$ cat config.mk
export PLATFORM = sky130hd
export DESIGN_NAME = lamp_chop_ctrl
export DESIGN_NICKNAME = d
export VERILOG_FILES = /design/src/verilog/lamp_chop_pkg.sv /design/src/verilog/chop_pwm.sv /design/src/verilog/lamp_chop_ctrl.sv
export SDC_FILE = /design/constraint.sdc
export NUM_CORES = 1
export LEC_CHECK = 0
export BUFFER_PORTS_ARGS = -buffer_cell sky130_fd_sc_hd__buf_2
export CORE_ASPECT_RATIO = 0.8
export CORE_UTILIZATION = 49
export DETAILED_ROUTE_END_ITERATION = 8
export PLACE_DENSITY = 0.84
export SLEW_MARGIN = 5
export SYNTH_ARGS = -nofsm -noshare
export SYNTH_HDL_FRONTEND = slang
export SYNTH_HIERARCHICAL = 1
export SYNTH_SLANG_ARGS = --single-unit
$ cat constraint.sdc
create_clock -name hclk -period 2.25 [get_ports hclk]
set_input_delay 0 -clock hclk [delete_from_list [all_inputs] [get_ports hclk]]
set_output_delay 0 -clock hclk [all_outputs]
set_load 0.03 [all_outputs]
$ cat src/verilog/lamp_chop_pkg.sv
package lamp_chop_pkg;
    // register byte offsets
    localparam logic [7:0] off_cfg_first = 8'h00;
    localparam logic [7:0] off_cfg_second = 8'h04;
    localparam logic [7:0] off_status = 8'h08;
    localparam logic [7:0] off_irq_status = 8'h0c;
    localparam logic [7:0] off_irq_mask = 8'h10;
    localparam logic [7:0] off_dev_addr = 8'h14;
    // configuration byte fields
    localparam int target_register_bit = 7;
    localparam int shdn_bit = 6;
    localparam int stdby_bit = 5;
    // status byte fields
    localparam int open_tube_ok_bit = 7;
    localparam logic [1:0] status_ones = 2'h3;
    // reset values
    localparam logic [6:0] cfg_reset = 7'h70;
    localparam logic [6:0] dev_addr_reset = 7'h2c;
    localparam logic [2:0] irq_mask_reset = 3'h0;
    // interrupt bits
    localparam int irq_cfg_write = 0;
    localparam int irq_open_tube = 1;
    localparam int irq_status_read = 2;
    localparam int irq_count = 3;
    // chopping
    localparam int chop_period = 1024;
    localparam int chop_cnt_w = 10;
    localparam logic [4:0] code_min_duty = 5'h03;
    localparam logic [4:0] code_full = 5'h1f;
    localparam int duty_step = 32;
    // link states
    typedef enum logic [2:0] {
        link_idle, link_addr, link_ack_addr, link_wdata, link_ack_wdata,
        link_rdata, link_ack_rdata, link_ignore
    } link_state_t;
endpackage : lamp_chop_pkg

$ cat src/verilog/chop_pwm.sv
`timescale 1ns/1ps
module chop_pwm
    import lamp_chop_pkg::*;
#(
    parameter int period = chop_period,
    parameter int cnt_w = chop_cnt_w
) (
    // clock and reset
    input wire logic hclk,
    input wire logic hresetn,
    // control
    input wire logic [4:0] code,
    // phase
    output logic chop_on
);
    typedef struct packed {
        logic [cnt_w-1:0] cnt;
        logic on;
    } pwm_state_t;

    pwm_state_t state;
    pwm_state_t next_state;
    logic [cnt_w:0] thresh;

    always_comb begin
        next_state = state;
        // duty threshold from brightness code
        if (code == 5'h00) begin
            thresh = '0;
        end else if (code < code_min_duty) begin
            thresh = (cnt_w+1)'(code_min_duty * duty_step);
        end else begin
            thresh = (cnt_w+1)'(code * duty_step);
        end
        // free-running period counter
        if (state.cnt == cnt_w'(period - 1)) begin
            next_state.cnt = '0;
        end else begin
            next_state.cnt = state.cnt + 1'b1;
        end
        if (code == code_full) begin
            next_state.on = 1'b1;
        end else begin
            next_state.on = ({1'b0, next_state.cnt} < thresh);
        end
    end

    always_ff @(posedge hclk or negedge hresetn) begin
        if (!hresetn) begin
            state <= '0;
        end else begin
            state <= next_state;
        end
    end

    assign chop_on = state.on;
endmodule : chop_pwm

$ cat src/verilog/lamp_chop_ctrl.sv
// Function
// - two 7-bit config registers; the latch-select pin picks the active one
// - config byte bit 7 high loads second register, low loads first
// - host reads status with read-byte; device returns one status byte
// - status bits 6,5 read one; low five show selected brightness code
// - open-tube-ok clears and latches on trip; set again in shutdown/standby
// - serial link keeps working during shutdown
// - shutdown-bar zero overrides the standby bit
// - chopping only with chop-mode strap high, else current scaling
// - soft-start chop output low in off interval, high in on interval
// - off interval forces switch off and compensation node high-impedance
// - chopping period is 1024 switching-clock cycles
// - duty set by 5-bit code in about 3% steps
// - full-scale code gives 100% duty
// - codes 1 to 3 give the same 9% minimum duty
// - code zero keeps the lamp off
//
// Added by the designer: the AHB-Lite slave port and the address map.
`timescale 1ns/1ps
module lamp_chop_ctrl
    import lamp_chop_pkg::*;
(
    // clock and reset
    input wire logic hclk,
    input wire logic hresetn,
    // ahb-lite slave
    input wire logic hsel,
    input wire logic [31:0] haddr,
    input wire logic [1:0] htrans,
    input wire logic hwrite,
    input wire logic [2:0] hsize,
    input wire logic [31:0] hwdata,
    input wire logic hready,
    output logic [31:0] hrdata,
    output logic hreadyout,
    output logic hresp,
    // smbus link
    input wire logic scl_in,
    input wire logic sda_in,
    output logic sda_out,
    output logic sda_oe,
    // lamp pins
    input wire logic latch_select_pin,
    input wire logic chop_mode_strap,
    input wire logic open_tube_trip,
    output logic softstart_chop,
    output logic switch_force_off,
    output logic compensation_hiz,
    output logic shutdown_active,
    output logic standby_active,
    output logic [4:0] current_scale_code,
    // interrupt
    output logic irq
);
    typedef struct packed {
        logic [2:0] scl_sync;
        logic [2:0] sda_sync;
        logic [1:0] sel_sync;
        logic [1:0] strap_sync;
        logic [1:0] trip_sync;
        logic trip_d;
        link_state_t link;
        logic [3:0] bitcnt;
        logic [7:0] shreg;
        logic rw;
        logic [7:0] pend;
        logic pend_v;
        logic sda_oe;
        logic [6:0] cfg_first;
        logic [6:0] cfg_second;
        logic otok;
        logic [irq_count-1:0] irq_st;
        logic [irq_count-1:0] irq_mask;
        logic irq;
        logic [6:0] dev_addr;
        logic a_valid;
        logic a_write;
        logic [7:0] a_addr;
        logic rd_pend;
        logic ready;
        logic [31:0] hrdata;
        logic shutdown;
        logic standby;
        logic chop_en;
        logic softstart;
        logic sw_off;
        logic comp_hiz;
        logic [4:0] scale_code;
    } ctrl_state_t;

    ctrl_state_t state;
    ctrl_state_t next_state;
    logic chop_on;
    logic [6:0] cfg_sel;
    logic [7:0] status_byte;
    logic scl_rise;
    logic scl_fall;
    logic sda_now;
    logic start_cond;
    logic stop_cond;
    logic [irq_count-1:0] irq_set;
    logic [irq_count-1:0] irq_clr;

    chop_pwm #(
        .period(chop_period),
        .cnt_w(chop_cnt_w)
    ) u_chop (
        .hclk(hclk),
        .hresetn(hresetn),
        .code(cfg_sel[4:0]),
        .chop_on(chop_on)
    );

    always_comb begin
        next_state = state;
        irq_set = '0;
        irq_clr = '0;
        // pin synchronisers
        next_state.scl_sync = {state.scl_sync[1:0], scl_in};
        next_state.sda_sync = {state.sda_sync[1:0], sda_in};
        next_state.sel_sync = {state.sel_sync[0], latch_select_pin};
        next_state.strap_sync = {state.strap_sync[0], chop_mode_strap};
        next_state.trip_sync = {state.trip_sync[0], open_tube_trip};
        next_state.trip_d = state.trip_sync[1];
        // active register and status
        cfg_sel = state.sel_sync[1] ? state.cfg_second : state.cfg_first;
        status_byte = {state.otok, status_ones, cfg_sel[4:0]};
        // link edge detection
        sda_now = state.sda_sync[1];
        scl_rise = state.scl_sync[1] && !state.scl_sync[2];
        scl_fall = !state.scl_sync[1] && state.scl_sync[2];
        start_cond = state.scl_sync[1] && state.scl_sync[2] && !sda_now && state.sda_sync[2];
        stop_cond = state.scl_sync[1] && state.scl_sync[2] && sda_now && !state.sda_sync[2];
        // smbus slave, runs regardless of shutdown
        if (start_cond) begin
            next_state.link = link_addr;
            next_state.bitcnt = '0;
            next_state.pend_v = 1'b0;
            next_state.sda_oe = 1'b0;
        end else if (stop_cond) begin
            if (state.pend_v) begin
                if (state.pend[target_register_bit]) begin
                    next_state.cfg_second = state.pend[6:0];
                end else begin
                    next_state.cfg_first = state.pend[6:0];
                end
                irq_set[irq_cfg_write] = 1'b1;
            end
            next_state.pend_v = 1'b0;
            next_state.link = link_idle;
            next_state.sda_oe = 1'b0;
        end else if (scl_rise) begin
            case (state.link)
                link_addr, link_wdata: begin
                    next_state.shreg = {state.shreg[6:0], sda_now};
                    next_state.bitcnt = state.bitcnt + 4'h1;
                end
                link_ack_rdata: begin
                    if (sda_now) begin
                        next_state.link = link_ignore;
                    end else begin
                        next_state.link = link_ack_addr;
                        next_state.rw = 1'b1;
                    end
                end
                default: begin
                end
            endcase
        end else if (scl_fall) begin
            case (state.link)
                link_addr: begin
                    if (state.bitcnt == 4'h8) begin
                        if (state.shreg[7:1] == state.dev_addr) begin
                            next_state.sda_oe = 1'b1;
                            next_state.rw = state.shreg[0];
                            next_state.link = link_ack_addr;
                        end else begin
                            next_state.link = link_ignore;
                        end
                    end
                end
                link_ack_addr: begin
                    next_state.bitcnt = 4'h1;
                    if (state.rw) begin
                        next_state.shreg = status_byte;
                        next_state.sda_oe = !status_byte[7];
                        next_state.link = link_rdata;
                        irq_set[irq_status_read] = 1'b1;
                    end else begin
                        next_state.sda_oe = 1'b0;
                        next_state.bitcnt = '0;
                        next_state.link = link_wdata;
                    end
                end
                link_wdata: begin
                    if (state.bitcnt == 4'h8) begin
                        next_state.sda_oe = 1'b1;
                        next_state.pend = state.shreg;
                        next_state.pend_v = 1'b1;
                        next_state.link = link_ack_wdata;
                    end
                end
                link_ack_wdata: begin
                    next_state.sda_oe = 1'b0;
                    next_state.bitcnt = '0;
                    next_state.link = link_wdata;
                end
                link_rdata: begin
                    if (state.bitcnt == 4'h8) begin
                        next_state.sda_oe = 1'b0;
                        next_state.link = link_ack_rdata;
                    end else begin
                        next_state.shreg = {state.shreg[6:0], 1'b1};
                        next_state.sda_oe = !state.shreg[6];
                        next_state.bitcnt = state.bitcnt + 4'h1;
                    end
                end
                default: begin
                end
            endcase
        end
        // mode decode
        next_state.shutdown = !cfg_sel[shdn_bit];
        next_state.standby = cfg_sel[shdn_bit] && !cfg_sel[stdby_bit];
        next_state.chop_en = state.strap_sync[1];
        // open-tube latch
        if (state.shutdown || state.standby) begin
            next_state.otok = 1'b1;
        end else if (state.trip_sync[1]) begin
            next_state.otok = 1'b0;
        end
        if (state.trip_sync[1] && !state.trip_d) begin
            irq_set[irq_open_tube] = 1'b1;
        end
        // lamp drive
        if (state.shutdown || state.standby) begin
            next_state.softstart = 1'b0;
            next_state.sw_off = 1'b1;
            next_state.comp_hiz = 1'b0;
            next_state.scale_code = '0;
        end else if (state.chop_en) begin
            next_state.softstart = chop_on;
            next_state.sw_off = !chop_on;
            next_state.comp_hiz = !chop_on;
            next_state.scale_code = code_full;
        end else begin
            next_state.softstart = 1'b1;
            next_state.sw_off = 1'b0;
            next_state.comp_hiz = 1'b0;
            next_state.scale_code = cfg_sel[4:0];
        end
        // ahb-lite data phase
        next_state.ready = 1'b1;
        if (state.a_valid && state.a_write) begin
            case (state.a_addr)
                off_irq_status: irq_clr = hwdata[irq_count-1:0];
                off_irq_mask: next_state.irq_mask = hwdata[irq_count-1:0];
                off_dev_addr: next_state.dev_addr = hwdata[6:0];
                default: begin
                end
            endcase
        end
        if (state.rd_pend) begin
            case (state.a_addr)
                off_cfg_first: next_state.hrdata = {25'h0, state.cfg_first};
                off_cfg_second: next_state.hrdata = {25'h0, state.cfg_second};
                off_status: next_state.hrdata = {21'h0, state.chop_en, state.standby, state.shutdown, status_byte};
                off_irq_status: next_state.hrdata = {29'h0, state.irq_st};
                off_irq_mask: next_state.hrdata = {29'h0, state.irq_mask};
                off_dev_addr: next_state.hrdata = {25'h0, state.dev_addr};
                default: next_state.hrdata = '0;
            endcase
        end
        next_state.rd_pend = 1'b0;
        if (state.ready) begin
            next_state.a_valid = hsel && htrans[1] && hready;
            next_state.a_write = hwrite;
            next_state.a_addr = haddr[7:0];
            if (hsel && htrans[1] && hready && !hwrite) begin
                next_state.ready = 1'b0;
                next_state.rd_pend = 1'b1;
            end
        end else begin
            next_state.a_valid = 1'b0;
        end
        // sticky interrupts, set wins over clear
        next_state.irq_st = (state.irq_st & ~irq_clr) | irq_set;
        next_state.irq = |(next_state.irq_st & state.irq_mask);
    end

    always_ff @(posedge hclk or negedge hresetn) begin
        if (!hresetn) begin
            state <= '0;
            state.scl_sync <= 3'h7;
            state.sda_sync <= 3'h7;
            state.link <= link_idle;
            state.cfg_first <= cfg_reset;
            state.cfg_second <= cfg_reset;
            state.otok <= 1'b1;
            state.irq_mask <= irq_mask_reset;
            state.dev_addr <= dev_addr_reset;
            state.ready <= 1'b1;
        end else begin
            state <= next_state;
        end
    end

    assign hrdata = state.hrdata;
    assign hreadyout = state.ready;
    assign hresp = 1'b0;
    assign sda_out = 1'b0;
    assign sda_oe = state.sda_oe;
    assign softstart_chop = state.softstart;
    assign switch_force_off = state.sw_off;
    assign compensation_hiz = state.comp_hiz;
    assign shutdown_active = state.shutdown;
    assign standby_active = state.standby;
    assign current_scale_code = state.scale_code;
    assign irq = state.irq;
endmodule : lamp_chop_ctrl

==> results.md, run 1 <==
* CP cell instances: and3_4, nand3_2, nor2_4, xor2_2, ha_1, a21o_1, a211o_1, or2_4, o221ai_2
* Area leader, netlist: dfrtp_1
* CTS max path bufs at 2
* Router iterations before antenna repair at 5
* Critical path capture point type: register
* Outcome: finished clean
* Final core utilization at 63.0%
* DRT iter0 DRCs at 398
* Async SR Flop Fraction at 100%
* Syn Area/Cell at 11.3 um^2
* Initial Util at 51.3%
* CP Launch Type: register
* Synth cell count leaders: dfrtp_1 (96), mux2_2 (49), buf_4 (39)
* Average wire per cell in the routed design at 17.8 um
* Syn Inst Count at 504
* Die X at 122 um
* Slew Viols, Final at 0
* Most common cell in the netlist: dfrtp_1
* Max Freq at 459 MHz
* Max cap viols at 0
* Total grt overflow at 0
* Hold Crit Class: in -> async
* Hold Fails Final Rpt at 0
* Post-route minimum period at 2180 ps
* Port buffer count at 49
* Routed Antenna Nets at 0
* Slew headroom at 62.5%
* Clock Latency Late Sink at 420 ps
* Arrival @ worst endpoint at 2510 ps
* Layout cells sized above 1 at 32.4%
* Die ar. at 0.0120 mm^2
* Clk slew on worst S/H paths at 50 ps
* Peak VDD IR at 0.607 mV
* Core Region at 0.0111 mm^2
* Final TNS setup at 0 ps
* Slowest cell on crit path: dfrtp_1
* CTS tree: done
* Detailed placement HPWL at 9150 um
* Distinct cells, synth at 66
* Post-Route WL at 13300 um
* Ys flop type: dfrtp_1
* Pin count of the biggest net entering global routing at 45
* R2R cell count at 9
* Gpl congestion at 0.895
* DRC at 0
* Row count at 34
* Worst EP required at 2580 ps
* CTS Sinks at 113
* CTS H-Tree Depth at 4
* Slew @ Worst Pin at 563 ps
* Top Family by Delay on Critical Path: simple AND/OR/NAND/NOR gates
* DR vias/cell at 5.75
* CP Max Fanout at 3
* Hold slack at 118 ps
* Synth top area share at 42.3%
* Mapped cell area at 0.00567 mm^2
* Pwr Density at 895 mW/mm^2
* Max incr delay on CP at 360 ps
* Leakage at 3.25 nW
* Vias in the first global route at 4375
* CP Buf/Inv Count at 0
* Setup CP Type: reg -> reg
* Synth Register Bits at 113
* Synth top area cells: dfrtp_1 (42%), mux2_2 (9.7%), dfstp_2 (7.9%)
* Worst clock skew at 6.40 ps
* Vias at 4289
* EDFF count, synth at 0
* Fill cell count at 807
* Tcrit/Tclk final at 96.8%
* Crit path depth at 9
* Nets at 680
* GRT Util Overall at 23.9%
* RSZ-0062 raised after global routing: yes
* Yosys Warn Count at 6
* Die H at 98.2 um
* Area growth, synth to finish at 22.9%
* Initial antenna violation count at 0
* FF-to-FF setup slack at 70 ps
* Sequential share of the synthesized area at 50.2%
* Endpoints failing setup at 0
* First-pass GRT wire length at 21600 um
* Root buf cell: clkbuf_16
* IO Pins at 126
* Cts bufs inserted at 17
* Antenna cells at 0
area by class of cell:
cell class | instances | area, um^2 | area share, %
sequential | 113 | 2850 | 40.9
clock inverter | 11 | 210 | 3.02
timing repair buffer | 99 | 702 | 10.1
clock buffer | 20 | 447 | 6.41
tap | 144 | 180 | 2.58
multi-input combinational | 334 | 2490 | 35.7
inverter | 25 | 93.8 | 1.35
flip-flops by register name, summed over array words and instances, names as in the netlist, 5 cells and up:
| signal | count |
|---|---|
| hrdata | 11 |
| state | 69 |
| next_state | 9 |
| current_scale_code | 5 |
| u_chop/state | 10 |
kinds of logic (layout without fill, tap and decap cells):
kind of cell    count (synthesis)  after routing  share of synthesized area (%)
simple gates                  125            125                           12.2
flops                         113            113                           50.2
compound gates                109            109                           14.4
buf+inv                        79            155                           8.29
mux                            52             52                           10.3
xor+xnor                       14             14                           2.16
fa+ha+maj                      11             11                           2.43
other cells                     1             23                         0.0661
path summary, 6_finish.rpt:
kind	from	end
max reg2reg	u_chop/state[4]	u_chop/chop_on
min in group hclk	scl_in	next_state[121]
min	hresetn	hrdata[10]
min reg2reg	next_state[114]	next_state[8]
max	u_chop/state[4]	u_chop/chop_on
max in group asynchronous	hresetn	sda_oe
cells in the final DEF (no fill, tap or decap), drive strengths merged, types with 9 or more instances in the layout:
master	Yosys	routed
a22oi	20	20
o21ai	15	15
a22o	9	9
buf	46	74
mux2	49	49
conb	1	23
clkbuf	8	20
dlygate4sd3	0	25
nand3	9	9
nand2	32	32
ha	11	11
xor2	9	9
dfstp	17	17
inv	25	25
dfrtp	96	96
nor2	25	25
a21oi	11	11
stage by stage:
step           power [mW]  area (um^2)  cells  worst slack [ps]
3_3_place_gp         3.16         5980    686              52.3
3_5_place_dp         3.20         5980    686             -2.17
6_report             6.24         6970    746              72.9
4_1_cts              6.25         6890    742              1.22
2_1_floorplan        3.00         5760    526              49.1
5_1_grt              6.47         6970    746             -58.3
where the power goes:
group / switching (mW) / total (mW) / internal [mW]
sequential: 0.183 / 2.34 / 2.15
clock: 0.903 / 2.99 / 2.09
combinational: 0.538 / 0.911 / 0.373
layer usage:
metal,part of all wire [%],routed length (um),GRT usage [%]
met1,43,5740,30.8
met5,0,0,0
met3,6.5,856,6.89
met4,2.5,327,10.4
met2,48,6340,37.4
what timing repair did:
action | CTS | global route
setup endpoints to repair | 1 | 2
endpoints found under the hold margin | 71 | 0
resized for setup | 1 | 11
pin swaps | 0 | 10
hold buffers | 25 | 0
buffers inserted | 0 | 4
Note: power is estimated with default switching activity, not from simulation.
==> run 2: changes to the inputs <==
--- a/config.mk
+++ b/config.mk
@@ -8,6 +8,7 @@
 export BUFFER_PORTS_ARGS = -buffer_cell sky130_fd_sc_hd__buf_2
 export CORE_ASPECT_RATIO = 0.8
 export CORE_UTILIZATION = 49
+export CTS_BUF_LIST = sky130_fd_sc_hd__clkbuf_8 sky130_fd_sc_hd__clkbuf_16
 export DETAILED_ROUTE_END_ITERATION = 8
 export PLACE_DENSITY = 0.84
 export SLEW_MARGIN = 5
==> run 2 against run 1 <==
Compared with the run above: power is essentially flat; first-iteration DRC count is the same; clock skew grew 1.7 ps; final cell count is the same; clock-buffer cell count shrank 2; register-to-register slack is essentially flat; critical path depth is the same; cell area is the same; utilization is the same; die area is the same; non-clock buffer count is the same; clock power is essentially flat; largest power group unchanged.
==> results.md, run 2 (synthesized netlist as in run 1, its figures left out) <==
* Outcome: finished clean
* Biggest register: state
* Fill cell count at 807 (unchanged)
* Total grt overflow at 0 (unchanged)
* Post-route minimum period at 2170 ps (-3.76 ps)
* Clock share of power at 48.0% (about the same)
* Seq pwr share at 37.5% (about the same)
* Layout cells sized above 1 at 32.4% (unchanged)
* Nets at 680 (unchanged)
* Commonest non-fill, non-tap cell in the layout: dfrtp_1
* Routed Antenna Nets at 0 (unchanged)
* Tcrit/Tclk final at 96.6% (-0.17 points)
* Vias at 4299 (+0.23%)
* DR vias/cell at 5.76 (+0.23%)
* CTS max path bufs at 2 (unchanged)
* Reg2reg end: u_chop/chop_on
* IO Pins at 126 (unchanged)
* Die X at 122 um (unchanged)
* Sw Ratio at 26.1% (+0.086 points)
* Die H at 98.2 um (unchanged)
* DRT iter0 DRCs at 398 (unchanged)
* CTS tree: done
* Slew Viols, Final at 0 (unchanged)
* Worst clock skew at 8.06 ps (+1.66 ps)
* Router iterations before antenna repair at 5 (unchanged)
* Max cap viols at 0 (unchanged)
* R2R cell count at 9 (unchanged)
* FF-to-FF setup slack at 80 ps (about the same)
* CP cell instances: and3_4, nand3_2, nor2_4, xor2_2, ha_1, a21o_1, a211o_1, or2_4, o221ai_2
* Max reg flops at 69 (unchanged)
* Pwr Density at 894 mW/mm^2 (about the same)
* Origin of the critical flop-to-flop path: u_chop/state[4]
* Busiest grt layer: met2
* Post-Route WL at 13300 um (+0.14%)
* Max Freq at 460 MHz (+0.17%)
* GRT Util Overall at 23.9% (unchanged)
* Leakage at 3.26 nW (+0.26%)
* RSZ-0062 raised after global routing: yes
* Hold Fails Final Rpt at 0 (unchanged)
* Gpl congestion at 0.895 (unchanged)
* Peak VDD IR at 0.607 mV (about the same)
* Core Region at 0.0111 mm^2 (unchanged)
* Setup WS post-layout at 76.7 ps (+3.76 ps)
* Commonest cells after routing, fill and taps aside: dfrtp_1 (95), mux2_2 (49), buf_2 (48)
* Met1 usage at 30.8% (unchanged)
* Combinational Power Share at 14.6% (about the same)
* Endpoints failing setup at 0 (unchanged)
* Pin count of the biggest net entering global routing at 45 (unchanged)
* Net Switching at 1.63 mW (+0.24%)
* Pre-CTS WS at -2.17 ps (unchanged)
* Slew headroom at 62.6% (+0.13 points)
* Final core utilization at 63.0% (unchanged)
* Max incr delay on CP at 360 ps (about the same)
* Clk slew on worst S/H paths at 50 ps (about the same)
* Vias in the first global route at 4375 (unchanged)
* DRC at 0 (unchanged)
* Internal at 4.60 mW (-0.20%)
* GR Util met2 at 37.4% (unchanged)
* Root buf cell: clkbuf_16
* Arrival @ worst endpoint at 2510 ps (about the same)
* CP Max Fanout at 3 (unchanged)
* Setup crit start: u_chop/state[4]
* Cts bufs inserted at 17 (unchanged)
* Initial antenna violation count at 0 (unchanged)
* Setup CP Type: reg -> reg
* Hold Crit Class: in -> async
* CP Launch Type: register
* Antenna cells at 0 (unchanged)
* Die ar. at 0.0120 mm^2 (unchanged)
* Average wire per cell in the routed design at 17.8 um (+0.14%)
* Initial Util at 51.3% (unchanged)
* Critical path capture point type: register
* Area growth, synth to finish at 22.9% (unchanged)
* Row count at 34 (unchanged)
* Worst EP required at 2580 ps (about the same)
* CTS Sinks at 113 (unchanged)
* Total chip power at 6.23 mW (about the same)
* Clock Latency Late Sink at 420 ps (about the same)
* Slowest cell on crit path: dfrtp_1
* CTS H-Tree Depth at 4 (unchanged)
* Port buffer count at 49 (unchanged)
* Slew @ Worst Pin at 561 ps (-2.00 ps)
* Met3 global-route usage at 6.89% (unchanged)
* First-pass GRT wire length at 21600 um (unchanged)
* Detailed placement HPWL at 9150 um (unchanged)
## run 2: cell types whose count changed in the layout (fill, tap and decap cells not counted)
cell      delta
inv_1        +2
clkbuf_1     -2
## run 2: worst max path at each step
stage	end	slack [ps]	cells after the start
2_1_floorplan	u_chop/chop_on	50	10
5_1_grt	u_chop/chop_on	-60	9
3_5_place_dp	u_chop/chop_on	-2	8
3_3_place_gp	u_chop/chop_on	50	9
6_report	u_chop/chop_on	80	9
4_1_cts	u_chop/chop_on	1	9
## run 2: cell type report
type                       count  area (um^2)  area share [%]
tap                          144          180            2.58
multi-input combinational    334         2490            35.7
timing repair buffer          99          702            10.1
clock buffer                  18          439            6.30
sequential                   113         2850            40.9
inverter                      25         93.8            1.35
clock inverter                13          218            3.12
## run 2: power groups by stage
stage | registers (mW) | logic [mW] | clock network, mW
global route | 2.35 | 0.999 | 3.11
detailed placement | 2.36 | 0.847 | 0
CTS | 2.33 | 0.890 | 3.02
floorplan | 2.28 | 0.722 | 0
global placement | 2.35 | 0.815 | 0
finish | 2.34 | 0.908 | 2.99
## run 2: metrics by stage
step | hold slack [ps] | std cells | setup TNS, ps | cell area [um^2]
after floorplan | -296 | 526 | 0 | 5760
after global placement | 9.91 | 686 | 0 | 5980
after detailed placement | 27.7 | 686 | -2.17 | 5980
after CTS | 130 | 742 | 0 | 6890
after global routing | 167 | 746 | -58.3 | 6970
final | 116 | 746 | 0 | 6970
## run 2: repair_timing
item	CTS	global route
buffers inserted	0	4
gates resized for setup	1	11
endpoints found under the hold margin	71	0
pin swaps	0	10
endpoints found under the setup margin	1	2
hold buffers	25	0
## run 2: critical path, delay by kind of cell, from the launching register on
family                   cells  cell delay, ps
AO/OA/AOI/OAI                3             610
XOR/XNOR                     1             170
adder cells (fa/ha/maj)      1             270
flip-flops                   1             360
AND/OR/NAND/NOR              4             670
## run 2: metal layers
metal / vias to the layer above / share of wire, % / wire length (um)
li1: 1927 / - / -
met5: - / 0 / 0
met4: 0 / 2.7 / 359
met2: 222 / 48 / 6340
met1: 2112 / 43 / 5650
met3: 38 / 7.0 / 933
